$ cat config.mk
export PLATFORM = sky130hd
export DESIGN_NAME = gpt_timer_dev_flat
export DESIGN_NICKNAME = d
export VERILOG_FILES = /design/src/pkg/gpt_pkg.sv /design/src/pkg/gpt_link_if.sv /design/src/core/gpt_timer_dev.sv /design/src/flat_wrapper.sv
export SDC_FILE = /design/constraint.sdc
export NUM_CORES = 1
export LEC_CHECK = 0
export ABC_AREA = 1
export BUFFER_PORTS_ARGS = -buffer_cell sky130_fd_sc_hd__buf_2
export CAP_MARGIN = 20
export CORE_MARGIN = 4
export CORE_UTILIZATION = 35
export CTS_CLUSTER_SIZE = 30
export DETAILED_ROUTE_END_ITERATION = 8
export PLACE_DENSITY = 0.55
export SLEW_MARGIN = 20
export SYNTH_ARGS = -nofsm -noshare
export SYNTH_HDL_FRONTEND = slang
export SYNTH_SLANG_ARGS = --single-unit
$ cat constraint.sdc
create_clock -name CORE_CLK -period 4.8 [get_ports CORE_CLK]
set_clock_uncertainty 0.05 [all_clocks]
set_input_delay 0.72 -clock CORE_CLK [delete_from_list [all_inputs] [get_ports CORE_CLK]]
set_output_delay 0.72 -clock CORE_CLK [all_outputs]
set_load 0.005 [all_outputs]
$ cat src/pkg/gpt_pkg.sv
// Package of constants for the general purpose timer
// ****************************************
// Function
// Timer only with select zero, function 0000
// Wide select: two 16-bit or one 32-bit
// Primary uses low regs, drives sync out
// Secondary uses high regs, no sync output
// Dual mode compare event from high period
// 32-bit: high increments on low overflow
// Software sets wide select before count init
// Sync operation clears timer on selected input
// Software never selects sync source 11111
// Trigger operation holds zero until input
// Keeps running while trigger armed set
// Trigger clear disarms, resets, holds timer
// Trigger operation only with system clock; code allows it on any time base source
// Count returns to zero after period match
// Input while held sets trigger armed
// ****************************************
package gpt_pkg;

  // ****************************************
  // Widths
  // ****************************************
  localparam int HALF_W = 16;
  localparam int DATA_W = 32;
  localparam int IDX_W = 3;
  localparam int SRC_W = 5;
  localparam int NSRC = 32;
  localparam int CSEL_W = 3;
  localparam int FUNC_W = 4;
  localparam int AXI_AW = 8;
  localparam int EVT_N = 2;

  // ****************************************
  // Device register indices on the link
  // ****************************************
  localparam logic [IDX_W-1:0] IDX_CTRL = 3'h0;
  localparam logic [IDX_W-1:0] IDX_STAT = 3'h1;
  localparam logic [IDX_W-1:0] IDX_LOW_COUNT = 3'h2;
  localparam logic [IDX_W-1:0] IDX_HIGH_COUNT = 3'h3;
  localparam logic [IDX_W-1:0] IDX_LOW_PERIOD = 3'h4;
  localparam logic [IDX_W-1:0] IDX_HIGH_PERIOD = 3'h5;

  // ****************************************
  // Control register field positions
  // ****************************************
  localparam int CTRL_FUNC_LSB = 0;
  localparam int CTRL_CAPTURE_COMPARE_SELECT_BIT = 4;
  localparam int CTRL_WIDE_BIT = 5;
  localparam int CTRL_TRIGGER_OPERATION_ENABLE_BIT = 7;
  localparam int CTRL_SYNC_LSB = 8;
  localparam int CTRL_CLK_LSB = 13;
  localparam int CTRL_ON_BIT = 16;

  // ****************************************
  // Status register field positions
  // ****************************************
  localparam int STAT_TRIGGER_CLEAR_REQUEST_BIT = 5;
  localparam int STAT_ARMED_BIT = 7;

  // ****************************************
  // Encodings and reset values
  // ****************************************
  localparam logic [FUNC_W-1:0] FUNC_TIMER = 4'h0;
  localparam logic [SRC_W-1:0] SYNC_OFF = 5'h00;
  localparam logic [CSEL_W-1:0] CLK_SYSTEM = 3'h0;
  localparam logic [HALF_W-1:0] COUNT_RST = 16'h0000;
  localparam logic [HALF_W-1:0] PERIOD_RST = 16'hFFFF;
  localparam logic [HALF_W-1:0] HALF_MAX = 16'hFFFF;

  // ****************************************
  // Controller register byte offsets
  // ****************************************
  localparam logic [AXI_AW-1:0] OFF_DEV_LAST = 8'h14;
  localparam logic [AXI_AW-1:0] OFF_INT_STATUS = 8'h20;
  localparam logic [AXI_AW-1:0] OFF_INT_MASK = 8'h24;
  localparam logic [EVT_N-1:0] INT_RST = 2'h0;
  localparam int EVT_COMPARE = 0;
  localparam int EVT_SYNC = 1;

  localparam logic [1:0] RESP_OKAY = 2'h0;
  localparam logic [1:0] RESP_SLVERR = 2'h2;

endpackage

$ cat src/pkg/gpt_link_if.sv
// Interface joining the timer and its controller
`timescale 1ns/1ps
interface gpt_link_if;
  import gpt_pkg::*;

  logic reg_wr;
  logic [IDX_W-1:0] reg_idx;
  logic [DATA_W-1:0] reg_wdata;
  logic [DATA_W-1:0] reg_rdata;
  logic [NSRC-1:0] sync_sources;
  logic ext_tick;
  logic sync_out;
  logic compare_event;

  modport dev (
    input reg_wr,
    input reg_idx,
    input reg_wdata,
    output reg_rdata,
    input sync_sources,
    input ext_tick,
    output sync_out,
    output compare_event
  );

  modport ctl (
    output reg_wr,
    output reg_idx,
    output reg_wdata,
    input reg_rdata,
    output sync_sources,
    output ext_tick,
    input sync_out,
    input compare_event
  );
endinterface

$ cat src/core/gpt_timer_dev.sv
// Timer end: dual 16-bit or cascaded 32-bit time base
//
// The register addresses and the AXI4-Lite interface to the registers were left to the implementer.
`timescale 1ns/1ps
module gpt_timer_dev
  import gpt_pkg::*;
(
  // Clock and reset
  input wire logic CORE_CLK,
  input wire logic SRST,
  // Link to controller and other modules
  gpt_link_if.dev LINK,
  // Timer state
  output logic [HALF_W-1:0] TIMER_LOW,
  output logic [HALF_W-1:0] TIMER_HIGH,
  output logic TRIGGER_ARMED
);

  // ****************************************
  // Configuration
  // ****************************************
  logic on_q;
  logic capture_compare_select_q;
  logic [FUNC_W-1:0] function_select_field_q;
  logic wide_count_select_q;
  logic trigger_operation_enable_q;
  logic [SRC_W-1:0] sync_source_select_q;
  logic [CSEL_W-1:0] time_base_source_select_q;

  // ****************************************
  // Counters and status
  // ****************************************
  logic [HALF_W-1:0] low_count_reg_q;
  logic [HALF_W-1:0] high_count_reg_q;
  logic [HALF_W-1:0] low_period_reg_q;
  logic [HALF_W-1:0] high_period_reg_q;
  logic trigger_armed_status_q;
  logic sync_out_q;
  logic compare_event_q;

  // ****************************************
  // Decoded terms
  // ****************************************
  logic wr_ctrl;
  logic wr_stat;
  logic trigger_clear_request;
  logic timer_mode;
  logic tick;
  logic run;
  logic sync_hit;
  logic held;
  logic sync_clear;
  logic low_match;
  logic high_match;
  logic wide_match;
  logic low_wrap;
  logic step;
  logic [HALF_W-1:0] low_count_d;
  logic [HALF_W-1:0] high_count_d;
  logic primary_evt;
  logic compare_evt;

  assign wr_ctrl = LINK.reg_wr && (LINK.reg_idx == IDX_CTRL);
  assign wr_stat = LINK.reg_wr && (LINK.reg_idx == IDX_STAT);
  assign trigger_clear_request = wr_stat &&
    LINK.reg_wdata[STAT_TRIGGER_CLEAR_REQUEST_BIT];

  // Plain timer function only for this selection
  assign timer_mode = !capture_compare_select_q &&
    (function_select_field_q == FUNC_TIMER);

  // Other time base sources arrive as one-cycle enables
  assign tick = (time_base_source_select_q == CLK_SYSTEM) ?
    1'b1 : LINK.ext_tick;
  assign run = on_q && timer_mode;

  // Selected input; code zero selects nothing
  assign sync_hit = (sync_source_select_q != SYNC_OFF) &&
    LINK.sync_sources[sync_source_select_q];

  // Trigger operation holds at zero while disarmed
  assign held = trigger_operation_enable_q &&
    !trigger_armed_status_q;
  assign sync_clear = !trigger_operation_enable_q && sync_hit;

  assign low_match = low_count_reg_q == low_period_reg_q;
  assign high_match = high_count_reg_q == high_period_reg_q;
  assign wide_match = low_match && high_match;
  assign low_wrap = low_count_reg_q == HALF_MAX;
  assign step = run && tick && !held && !sync_clear;

  // ****************************************
  // Next count
  // ****************************************
  always_comb begin
    low_count_d = low_count_reg_q;
    high_count_d = high_count_reg_q;
    if (wide_count_select_q) begin
      if (wide_match) begin
        low_count_d = COUNT_RST;
        high_count_d = COUNT_RST;
      end else begin
        low_count_d = low_count_reg_q + 16'h0001;
        if (low_wrap) begin
          high_count_d = high_count_reg_q + 16'h0001;
        end
      end
    end else begin
      low_count_d = low_match ? COUNT_RST :
        low_count_reg_q + 16'h0001;
      high_count_d = high_match ? COUNT_RST :
        high_count_reg_q + 16'h0001;
    end
  end

  // Primary match drives sync out; secondary never does
  assign primary_evt = step &&
    (wide_count_select_q ? wide_match : low_match);
  assign compare_evt = step &&
    (wide_count_select_q ? wide_match : high_match);

  // ****************************************
  // Configuration register
  // ****************************************
  always_ff @(posedge CORE_CLK) begin
    if (SRST) begin
      on_q <= 1'b0;
      capture_compare_select_q <= 1'b0;
      function_select_field_q <= FUNC_TIMER;
      wide_count_select_q <= 1'b0;
      trigger_operation_enable_q <= 1'b0;
      sync_source_select_q <= SYNC_OFF;
      time_base_source_select_q <= CLK_SYSTEM;
    end else if (wr_ctrl) begin
      on_q <= LINK.reg_wdata[CTRL_ON_BIT];
      capture_compare_select_q <= LINK.reg_wdata[CTRL_CAPTURE_COMPARE_SELECT_BIT];
      function_select_field_q <=
        LINK.reg_wdata[CTRL_FUNC_LSB +: FUNC_W];
      wide_count_select_q <= LINK.reg_wdata[CTRL_WIDE_BIT];
      trigger_operation_enable_q <= LINK.reg_wdata[CTRL_TRIGGER_OPERATION_ENABLE_BIT];
      sync_source_select_q <= LINK.reg_wdata[CTRL_SYNC_LSB +: SRC_W];
      time_base_source_select_q <=
        LINK.reg_wdata[CTRL_CLK_LSB +: CSEL_W];
    end
  end

  // ****************************************
  // Period registers
  // ****************************************
  always_ff @(posedge CORE_CLK) begin
    if (SRST) begin
      low_period_reg_q <= PERIOD_RST;
      high_period_reg_q <= PERIOD_RST;
    end else if (LINK.reg_wr) begin
      if (LINK.reg_idx == IDX_LOW_PERIOD) begin
        low_period_reg_q <= LINK.reg_wdata[HALF_W-1:0];
      end
      if (LINK.reg_idx == IDX_HIGH_PERIOD) begin
        high_period_reg_q <= LINK.reg_wdata[HALF_W-1:0];
      end
    end
  end

  // ****************************************
  // Counters; software writes win over counting
  // ****************************************
  always_ff @(posedge CORE_CLK) begin
    if (SRST) begin
      low_count_reg_q <= COUNT_RST;
      high_count_reg_q <= COUNT_RST;
    end else begin
      if (trigger_clear_request ||
          (run && (held || sync_clear))) begin
        low_count_reg_q <= COUNT_RST;
        high_count_reg_q <= COUNT_RST;
      end else if (step) begin
        low_count_reg_q <= low_count_d;
        high_count_reg_q <= high_count_d;
      end
      if (LINK.reg_wr && (LINK.reg_idx == IDX_LOW_COUNT)) begin
        low_count_reg_q <= LINK.reg_wdata[HALF_W-1:0];
      end
      if (LINK.reg_wr && (LINK.reg_idx == IDX_HIGH_COUNT)) begin
        high_count_reg_q <= LINK.reg_wdata[HALF_W-1:0];
      end
    end
  end

  // ****************************************
  // Trigger armed status; a new trigger wins
  // ****************************************
  always_ff @(posedge CORE_CLK) begin
    if (SRST) begin
      trigger_armed_status_q <= 1'b0;
    end else if (run && held && sync_hit) begin
      trigger_armed_status_q <= 1'b1;
    end else if (trigger_clear_request) begin
      trigger_armed_status_q <= 1'b0;
    end
  end

  // ****************************************
  // Event pulses to other modules
  // ****************************************
  always_ff @(posedge CORE_CLK) begin
    if (SRST) begin
      sync_out_q <= 1'b0;
      compare_event_q <= 1'b0;
    end else begin
      sync_out_q <= primary_evt;
      compare_event_q <= compare_evt;
    end
  end

  // ****************************************
  // Read back
  // ****************************************
  always_comb begin
    LINK.reg_rdata = '0;
    case (LINK.reg_idx)
      IDX_CTRL: begin
        LINK.reg_rdata[CTRL_FUNC_LSB +: FUNC_W] = function_select_field_q;
        LINK.reg_rdata[CTRL_CAPTURE_COMPARE_SELECT_BIT] = capture_compare_select_q;
        LINK.reg_rdata[CTRL_WIDE_BIT] = wide_count_select_q;
        LINK.reg_rdata[CTRL_TRIGGER_OPERATION_ENABLE_BIT] = trigger_operation_enable_q;
        LINK.reg_rdata[CTRL_SYNC_LSB +: SRC_W] = sync_source_select_q;
        LINK.reg_rdata[CTRL_CLK_LSB +: CSEL_W] =
          time_base_source_select_q;
        LINK.reg_rdata[CTRL_ON_BIT] = on_q;
      end
      IDX_STAT: begin
        LINK.reg_rdata[STAT_ARMED_BIT] = trigger_armed_status_q;
      end
      IDX_LOW_COUNT: begin
        LINK.reg_rdata[HALF_W-1:0] = low_count_reg_q;
      end
      IDX_HIGH_COUNT: begin
        LINK.reg_rdata[HALF_W-1:0] = high_count_reg_q;
      end
      IDX_LOW_PERIOD: begin
        LINK.reg_rdata[HALF_W-1:0] = low_period_reg_q;
      end
      IDX_HIGH_PERIOD: begin
        LINK.reg_rdata[HALF_W-1:0] = high_period_reg_q;
      end
      default: begin
        LINK.reg_rdata = '0;
      end
    endcase
  end

  // ****************************************
  // Outputs
  // ****************************************
  assign LINK.sync_out = sync_out_q;
  assign LINK.compare_event = compare_event_q;
  assign TIMER_LOW = low_count_reg_q;
  assign TIMER_HIGH = high_count_reg_q;
  assign TRIGGER_ARMED = trigger_armed_status_q;

endmodule

$ cat src/flat_wrapper.sv
// flat-port wrapper written by rule: the top's interface ports become plain ports
module gpt_timer_dev_flat import gpt_pkg::*;
  (CORE_CLK, SRST, TIMER_LOW, TIMER_HIGH, TRIGGER_ARMED, LINK_reg_wr, LINK_reg_idx, LINK_reg_wdata, LINK_reg_rdata, LINK_sync_sources, LINK_ext_tick, LINK_sync_out, LINK_compare_event);
  gpt_link_if LINK_i ();
  input wire logic CORE_CLK;
  input wire logic SRST;
  output logic [HALF_W-1:0] TIMER_LOW;
  output logic [HALF_W-1:0] TIMER_HIGH;
  output logic TRIGGER_ARMED;
  input wire logic [$bits(LINK_i.reg_wr)-1:0] LINK_reg_wr;
  input wire logic [$bits(LINK_i.reg_idx)-1:0] LINK_reg_idx;
  input wire logic [$bits(LINK_i.reg_wdata)-1:0] LINK_reg_wdata;
  output wire logic [$bits(LINK_i.reg_rdata)-1:0] LINK_reg_rdata;
  input wire logic [$bits(LINK_i.sync_sources)-1:0] LINK_sync_sources;
  input wire logic [$bits(LINK_i.ext_tick)-1:0] LINK_ext_tick;
  output wire logic [$bits(LINK_i.sync_out)-1:0] LINK_sync_out;
  output wire logic [$bits(LINK_i.compare_event)-1:0] LINK_compare_event;
  assign LINK_i.reg_wr = LINK_reg_wr;
  assign LINK_i.reg_idx = LINK_reg_idx;
  assign LINK_i.reg_wdata = LINK_reg_wdata;
  assign LINK_reg_rdata = LINK_i.reg_rdata;
  assign LINK_i.sync_sources = LINK_sync_sources;
  assign LINK_i.ext_tick = LINK_ext_tick;
  assign LINK_sync_out = LINK_i.sync_out;
  assign LINK_compare_event = LINK_i.compare_event;
  gpt_timer_dev u_core (.CORE_CLK(CORE_CLK), .SRST(SRST), .LINK(LINK_i), .TIMER_LOW(TIMER_LOW), .TIMER_HIGH(TIMER_HIGH), .TRIGGER_ARMED(TRIGGER_ARMED));
endmodule
---- Word level (Yosys, flattened, before mapping) ----
Cells that the tools add are included.
storage, ports and cells
  word-level logic and storage cells ...... 87
  input port bits ......................... 71
  register bits ........................... 83
operators by class
  mux-type cells .......................... 25
  add/sub/neg operators ................... 2
  magnitude comparators ................... 1
  reduce and logical (&&, ||, !) cells .... 36
  equality and inequality tests ........... 9
operators with widths
  cell                                                         count
  two-way mux 16 bit                                           13
  one-hot mux 8 bit (5 select lines)                           1
  adder 16 x 1 -> 16 bit (second input constant)               2
  == test 16 bit                                               2
  one-hot mux 6 bit (5 select lines)                           1
  logical AND 1 bit                                            19
  == test 16 bit (second input constant)                       1
  two-way mux 1 bit                                            7
  == test 3 x 2 -> 1 bit (second input constant)               2
  == test 3 bit (second input constant)                        2
  logical NOT 3 bit                                            2
  less-than comparator 5 x 6 -> 1 bit (second input constant)  1
  one-hot mux 1 bit (6 select lines)                           1
  AND reduction 2 bit                                          3
  nonzero test 3 bit                                           2
  binary-select mux 1 bit (select 5 bit)                       1
  logical NOT 1 bit                                            5
  != test 5 bit (second input constant)                        1
  nonzero test 5 bit                                           1
  logical NOT 4 bit                                            1
  one-hot mux 1 bit (4 select lines)                           1
  == test 3 x 1 -> 1 bit (second input constant)               1
  logical OR 1 bit                                             2
  nonzero test 2 bit                                           1

---- Logic depth before layout (Yosys ltp) ----
Gate-level depths: netlist of the first run.
  depth after elaboration ................. 9
  gate-level depth with buffers ........... 19

---- Least setup slack after synthesis of the first run ----
OpenSTA, ideal clock, no wires.
  path type ............................... input to output
  start point ............................. input port LINK_reg_idx[2]
  end point ............................... output port LINK_reg_rdata[10]
  data required time ...................... 4.030 ns
  slack ................................... 2.288 ns
  arrival time ............................ 1.742 ns
  stages on the path ...................... 6
  cell sequence ........................... inv_1 nand2_1 clkinv_1 nor2_1 clkbuf_1 nor2_1
on the way
  cells in the longest elaborated chain, start to end .. 2
  elaborated cells on any way between the ends .. 6
RTL lines
  element                                      line                  text
  start, declared                              flat_wrapper.sv:11    input wire logic [$bits(LINK_i.reg_idx)-1:0] LINK_reg_idx;
  == test 3 bit, or another cell as far along  gpt_timer_dev.sv:220  case (LINK.reg_idx)
  one-hot mux 8 bit (5 select lines) (*)       gpt_timer_dev.sv:220
  end, declared                                flat_wrapper.sv:13    output wire logic [$bits(LINK_i.reg_rdata)-1:0] LINK_reg_rdata;
Mark *: on every way between the ends. The rest lies on a longest branch, timed or not.

---- Worst setup path in the final report of the first run ----
  start point ............................. input port LINK_reg_idx[2]
  end point ............................... output port LINK_reg_rdata[5]
on the way
  cells in the longest elaborated chain, start to end .. 2
  elaborated cells on any way between the ends .. 6
RTL lines
  element                                      line
  == test 3 bit, or another cell as far along  gpt_timer_dev.sv:220
  one-hot mux 6 bit (5 select lines) (*)       gpt_timer_dev.sv:220
Marked as above.

==> results of run 1 <==
## final cells by class
| cell class | instances | area, sq um | share of cell area, % |
|---|---|---|---|
| Sequential cell | 83 | 1662 | 24.35 |
| Antenna cell | 2 | 5.005 | 0.07335 |
| Tap cell | 220 | 275.3 | 4.034 |
| Inverter | 119 | 451.7 | 6.620 |
| Multi-Input combinational cell | 749 | 3550 | 52.03 |
| Timing Repair Buffer | 115 | 595.6 | 8.729 |
| Clock buffer | 10 | 229.0 | 3.356 |
| Clock inverter | 5 | 55.05 | 0.8069 |
## power groups by stage
stage	Combinational [mW]	Clock [mW]	Sequential, mW
final	0.366	0.697	0.785
after detailed placement	0.362	0	0.801
after floorplan	0.250	0	0.780
after global routing	0.418	0.737	0.793
after CTS	0.364	0.712	0.786
after global placement	0.361	0	0.801
## cell usage after synthesis, drive strengths merged
cell type    n  area, sq um
o22ai       10        62.56
inv        116        440.4
a21boi       1        7.510
a2111oi      1        8.760
conb         1        3.750
nand4       28        175.2
ha           3        37.54
xnor2        7        61.31
a21oi       43        215.2
nor2       140        560.5
nand3b       2        15.01
or2          4        25.03
nand2      310         1186
dfxtp       83         1662
clkbuf      24        91.33
buf         33        239.0
and2         1        6.260
o221ai       5        43.79
o21ai       43        215.2
a31oi        4        25.02
clkinv       3        11.26
nor3         5        30.03
a221oi      14        122.6
nand3       82        442.9
o21a         1        7.510
o211ai      16        120.1
xor2        14        122.6
## worst max-delay path, stage by stage
cell and delay, ps:
buf_2 130, inv_1 70, nand2_1 300, clkinv_1 560, nor2_1 230, buf_4 250, a21oi_1 110, buf_2 170
## path summary, 6_finish.rpt
check / from / end
worst max-delay path: LINK_reg_idx[2] / LINK_reg_rdata[5]
worst max register to register: u_core.sync_source_select_q[0] / u_core.TIMER_LOW[14]
worst min register to register: u_core.time_base_source_select_q[2] / u_core.time_base_source_select_q[2]
worst min-delay path: u_core.time_base_source_select_q[2] / u_core.time_base_source_select_q[2]
## cell families after synthesis
| kind of cell | after synthesis | synth area share [%] |
|---|---|---|
| and+or+nand+nor | 572 | 41.11 |
| AOI/OAI and AO/OA | 138 | 13.95 |
| other | 1 | 0.06315 |
| xor gates and xnor gates | 21 | 3.097 |
| DFF | 83 | 27.98 |
| adders and majority gates | 3 | 0.6322 |
| buffers and inverters | 176 | 13.17 |
## layer usage
| metal | global-route usage (%) | vias to the layer above | part of all wire (%) |
|---|---|---|---|
| met5 | 0 | - | 0 |
| met4 | 6.812 | 0 | 1.9 |
| met3 | 3.039 | 29 | 5.9 |
| met2 | 35.30 | 236 | 45 |
| met1 | 30.99 | 2971 | 47 |
| li1 | - | 3345 | - |
## flip-flops by register name (all words and copies together), names as in the netlist
register and count:
u_core.sync_source_select_q 5, u_core.TIMER_HIGH 16, u_core.on_q 1, u_core.function_select_field_q 4, u_core.LINK.compare_event 1, u_core.LINK.sync_out 1, u_core.high_period_reg_q 16, u_core.TIMER_LOW 16
u_core.TRIGGER_ARMED 1, u_core.wide_count_select_q 1, u_core.low_period_reg_q 16, u_core.capture_compare_select_q 1, u_core.trigger_operation_enable_q 1, u_core.time_base_source_select_q 3
## per-stage QoR
stage	power (mW)	area (sq um)	hold WS [ps]	setup WS (ps)
finish	1.848	6823	426.7	1486
floorplan	1.029	5991	393.6	2288
CTS	1.862	6818	428.5	1614
detailed placement	1.163	6534	419.0	1614
global placement	1.162	6534	414.7	1605
global route	1.948	6820	454.3	1383
==> impl_metrics.ini, run 1 <==
[clock_network]
post_cts_resized = 0
cts_hold_buf = 0
cts_made_buffers = 9
cts_tree = yes
path_clk_slew_ps = 60
clk_latency_ps = 350
post_cts_buffers = 0
root_buffer = clkbuf_16
htree_levels = 3
cts_sinks = 83
clockBufferDepth = 2

[placed_design]
io_buffers = 107
gp_congestion = 0.9121
dp_hpwl_um = 16190
place_inst = 1286

[power_and_ir_drop]
internal_power_mw = 1.264
p_per_area_mw_per_mm2 = 270.9
pwr-share-clk_pct = 37.7
p_leak_nw = 3.455
p_sw_mw = 0.5847
sw_frac_of_total_pct = 31.64
vdd_drop_max_mv = 0.1532
seqPwrFrac_pct = 42.5
pwr-share-comb_pct = 19.8

[synthesis]
synthCells = 994
yosys_warnings = 0
syn_area_per_cell_sq_um = 5.974
ys_seq_area_share_pct = 27.98
ys_ff_latch = 83
syn-cell-area_sq_mm = 0.005938
synth_cell_type_count = 42

[routing]
wl_um = 21370
remaining_drc_errors = 0
first_iter_violations = 536
routed_via_density = 5.051
vias = 6581
first_pass_iters = 5
ant_nets = 0
wl_per_cell_um = 16.40

[grt]
grt_pass1_vias = 6091
grt_max_degree = 40
grt_overflow_total = 0
grt.total_usage_pct = 22.08
grt_pass1_wl_um = 34290
grt_antenna_before_repair = 1

[timing]
grt_setup_unrepaired = no
final-setup-viol-count = 0
tns_ps = 0
period_share_pct = 69.05
fin_crit_ps = 3314
slew_headroom_pct = 42.03
tightest_slew_ps = 867.4
fmax_mhz = 301.7
slew_viol_final = 0
hold_viol = 0

[floorplanning]
dieArea_sq_mm = 0.01911
die_w_um = 138.3
die_h_um = 138.3
core_area_sq_mm = 0.01658
initial_core_util_pct = 35.81
std_cell_rows = 47
ioPinCount = 138

[run]
drv_cap = 0

[worst_setup_path]
r2r_slack_ps = 2090
crit_fanout = 17
cp-end-kind = primary output
reg2regPathDepth = 16
crit_required_ps = 4030
critical_path.startpoint_type = input pin
arrival_ps = 2540
critical_path_class = in2out

[layout]
fill_cells = 1886
fin_util_pct = 41.14
final_common_cell = nand2_1
drive_gt1_share_pct = 14.80
stdcell_count = 1303
final_cell_mix = 303 x nand2_1, 131 x nor2_1, 110 x inv_1
final_nets = 1151
area_growth_pct = 14.90

[min_path]
hold_path_class = reg2reg
whs_path_depth = 2

[status]
status = complete, no violations
Note: power is estimated with default switching activity, not from simulation.
==> run 2, diff against run 1 <==
--- a/config.mk
+++ b/config.mk
@@ -12,7 +12,7 @@
 export CORE_UTILIZATION = 35
 export CTS_CLUSTER_SIZE = 30
 export DETAILED_ROUTE_END_ITERATION = 8
-export PLACE_DENSITY = 0.55
+export PLACE_DENSITY = 0.57
 export SLEW_MARGIN = 20
 export SYNTH_ARGS = -nofsm -noshare
 export SYNTH_HDL_FRONTEND = slang
==> constraint.sdc (replaced) <==
create_clock -name CORE_CLK -period 2.7 [get_ports CORE_CLK]
set_clock_uncertainty 0.05 [all_clocks]
set_input_delay 0.405 -clock CORE_CLK [delete_from_list [all_inputs] [get_ports CORE_CLK]]
set_output_delay 0.405 -clock CORE_CLK [all_outputs]
set_load 0.005 [all_outputs]
==> run 2 against run 1 <==
Compared with the run above:
- non-clock buffer count increased by 33
- total power grew 90%
- sequential cell count unchanged
- via count grew 1.2%
- combinational power rose by 94%
- largest power group is now clock
- count of clock-buffer cells in the layout is the same
==> impl_metrics.ini, run 2 (same netlist as run 1, synthesis figures left out) <==
[status]
status = complete, no violations

[grt]
grt_pass1_wl_um = 34150
grt_antenna_before_repair = 0
grt_max_degree = 31
grt_overflow_total = 0
grt_pass1_vias = 6278
grt.total_usage_pct = 22.11

[layout]
area_growth_pct = 19.81
diodes = 0
final_cell_mix = 303 x nand2_1, 131 x nor2_1, 110 x inv_1
final_nets = 1184
final_common_cell = nand2_1
drive_gt1_share_pct = 17.41

[timing]
tightest_slew_ps = 559.1
slew_headroom_pct = 62.69
fin_crit_ps = 2349
grt_setup_unrepaired = no
tns_ps = 0
fmax_mhz = 425.6
hold_viol = 0
period_share_pct = 87.02
slew_viol_final = 0
final-setup-viol-count = 0

[routing]
first_pass_iters = 5
ant_nets = 0
routed_via_density = 4.993
remaining_drc_errors = 0
wl_um = 21260
wl_per_cell_um = 15.94
vias = 6661
first_iter_violations = 449

[floorplanning]
core_area_sq_mm = 0.01658
dieArea_sq_mm = 0.01911
ioPinCount = 138
die_h_um = 138.3
die_w_um = 138.3
std_cell_rows = 47
initial_core_util_pct = 35.81

[clock_network]
path_clk_slew_ps = 60
cts_hold_buf = 0
root_buffer = clkbuf_16
cts_sinks = 83
htree_levels = 3
post_cts_buffers = 0
post_cts_resized = 0
cts_tree = yes
clk_latency_ps = 350
clockBufferDepth = 2
cts_made_buffers = 9

[worst_setup_path]
crit_start = LINK_reg_idx[1]
crit_path_end = LINK_reg_rdata[13]
r2r-start = u_core.sync_source_select_q[1]
rr_endpoint = u_core.TIMER_HIGH[15]
arrival_ps = 1890
crit_fanout = 12
r2r_slack_ps = 370
critical_path_class = in2out
crit_required_ps = 2250
reg2regPathDepth = 15
critical_path.startpoint_type = input pin
cp-end-kind = primary output

[run]
drv_cap = 0

[power_and_ir_drop]
power.total_mw = 3.502
p_leak_nw = 3.641
p_per_area_mw_per_mm2 = 492.3
vdd_drop_max_mv = 0.2973

[placed_design]
gp_congestion = 1.003
io_buffers = 107
dp_hpwl_um = 16690

[min_path]
hold_path_class = in2reg
[run 2: changes by cell type in the layout (fill, tap and decap cells not counted), sizes merged]
cell,delta
diode,-2
bufinv,+2
buf,+33
clkinvlp,-1
clkinv,-1
[run 2: stage by stage]
stage	utilization [%]	cell area, sq um	setup slack (ps)	cells	hold WS (ps)
finish	42.90	7114	350.5	1334	289.3
global route	42.90	7114	110.4	1334	306.4
CTS	42.89	7113	262.8	1334	273.2
detailed placement	40.89	6782	276.3	1319	408.3
global placement	40.89	6782	322.3	1319	409.7
floorplan	-	5991	625.0	1008	393.6
[run 2: worst min-delay path by stage]
stage	cells after the start	startpoint	end	slack, ps
after CTS	3	LINK_reg_wdata[16]	u_core.on_q	270
after global placement	2	u_core.time_base_source_select_q[2]	u_core.time_base_source_select_q[2]	410
final	3	LINK_reg_wdata[16]	u_core.on_q	290
after global routing	3	LINK_reg_wdata[14]	u_core.high_period_reg_q[14]	310
after detailed placement	2	u_core.time_base_source_select_q[2]	u_core.time_base_source_select_q[2]	410
after floorplan	2	u_core.time_base_source_select_q[2]	u_core.time_base_source_select_q[2]	390
[run 2: layout make-up]
class                           instances  area, sq um
Clock buffer                           10        229.0
Clock inverter                          5        102.6
Fill cell                            1844         9469
Inverter                              119        451.7
Multi-Input combinational cell        749         3550
Sequential cell                        83         1663
Tap cell                              220        275.3
Timing Repair Buffer                  148        843.3
[run 2: worst max-delay path: stages]
cell	delay, ps
buf_2	140
inv_1	60
nor2_1	40
nand2_1	370
inv_1	270
a221oi_1	340
a21oi_1	120
buf_2	140
[run 2: per-layer routing]
metal,share of wire [%],up-vias,global-route usage (%)
li1,-,3411,-
met1,46,2990,29.74
met2,45,227,35.97
met3,6.4,33,4.040
met4,2.3,0,7.176
met5,0,-,0
[run 2: power breakdown]
part	switching, mW	internal [mW]	total [mW]	leakage [nW]
logic	0.434	0.277	0.710	2.80
clock network	0.523	0.897	1.42	0.159
registers	0.0821	1.29	1.37	0.678
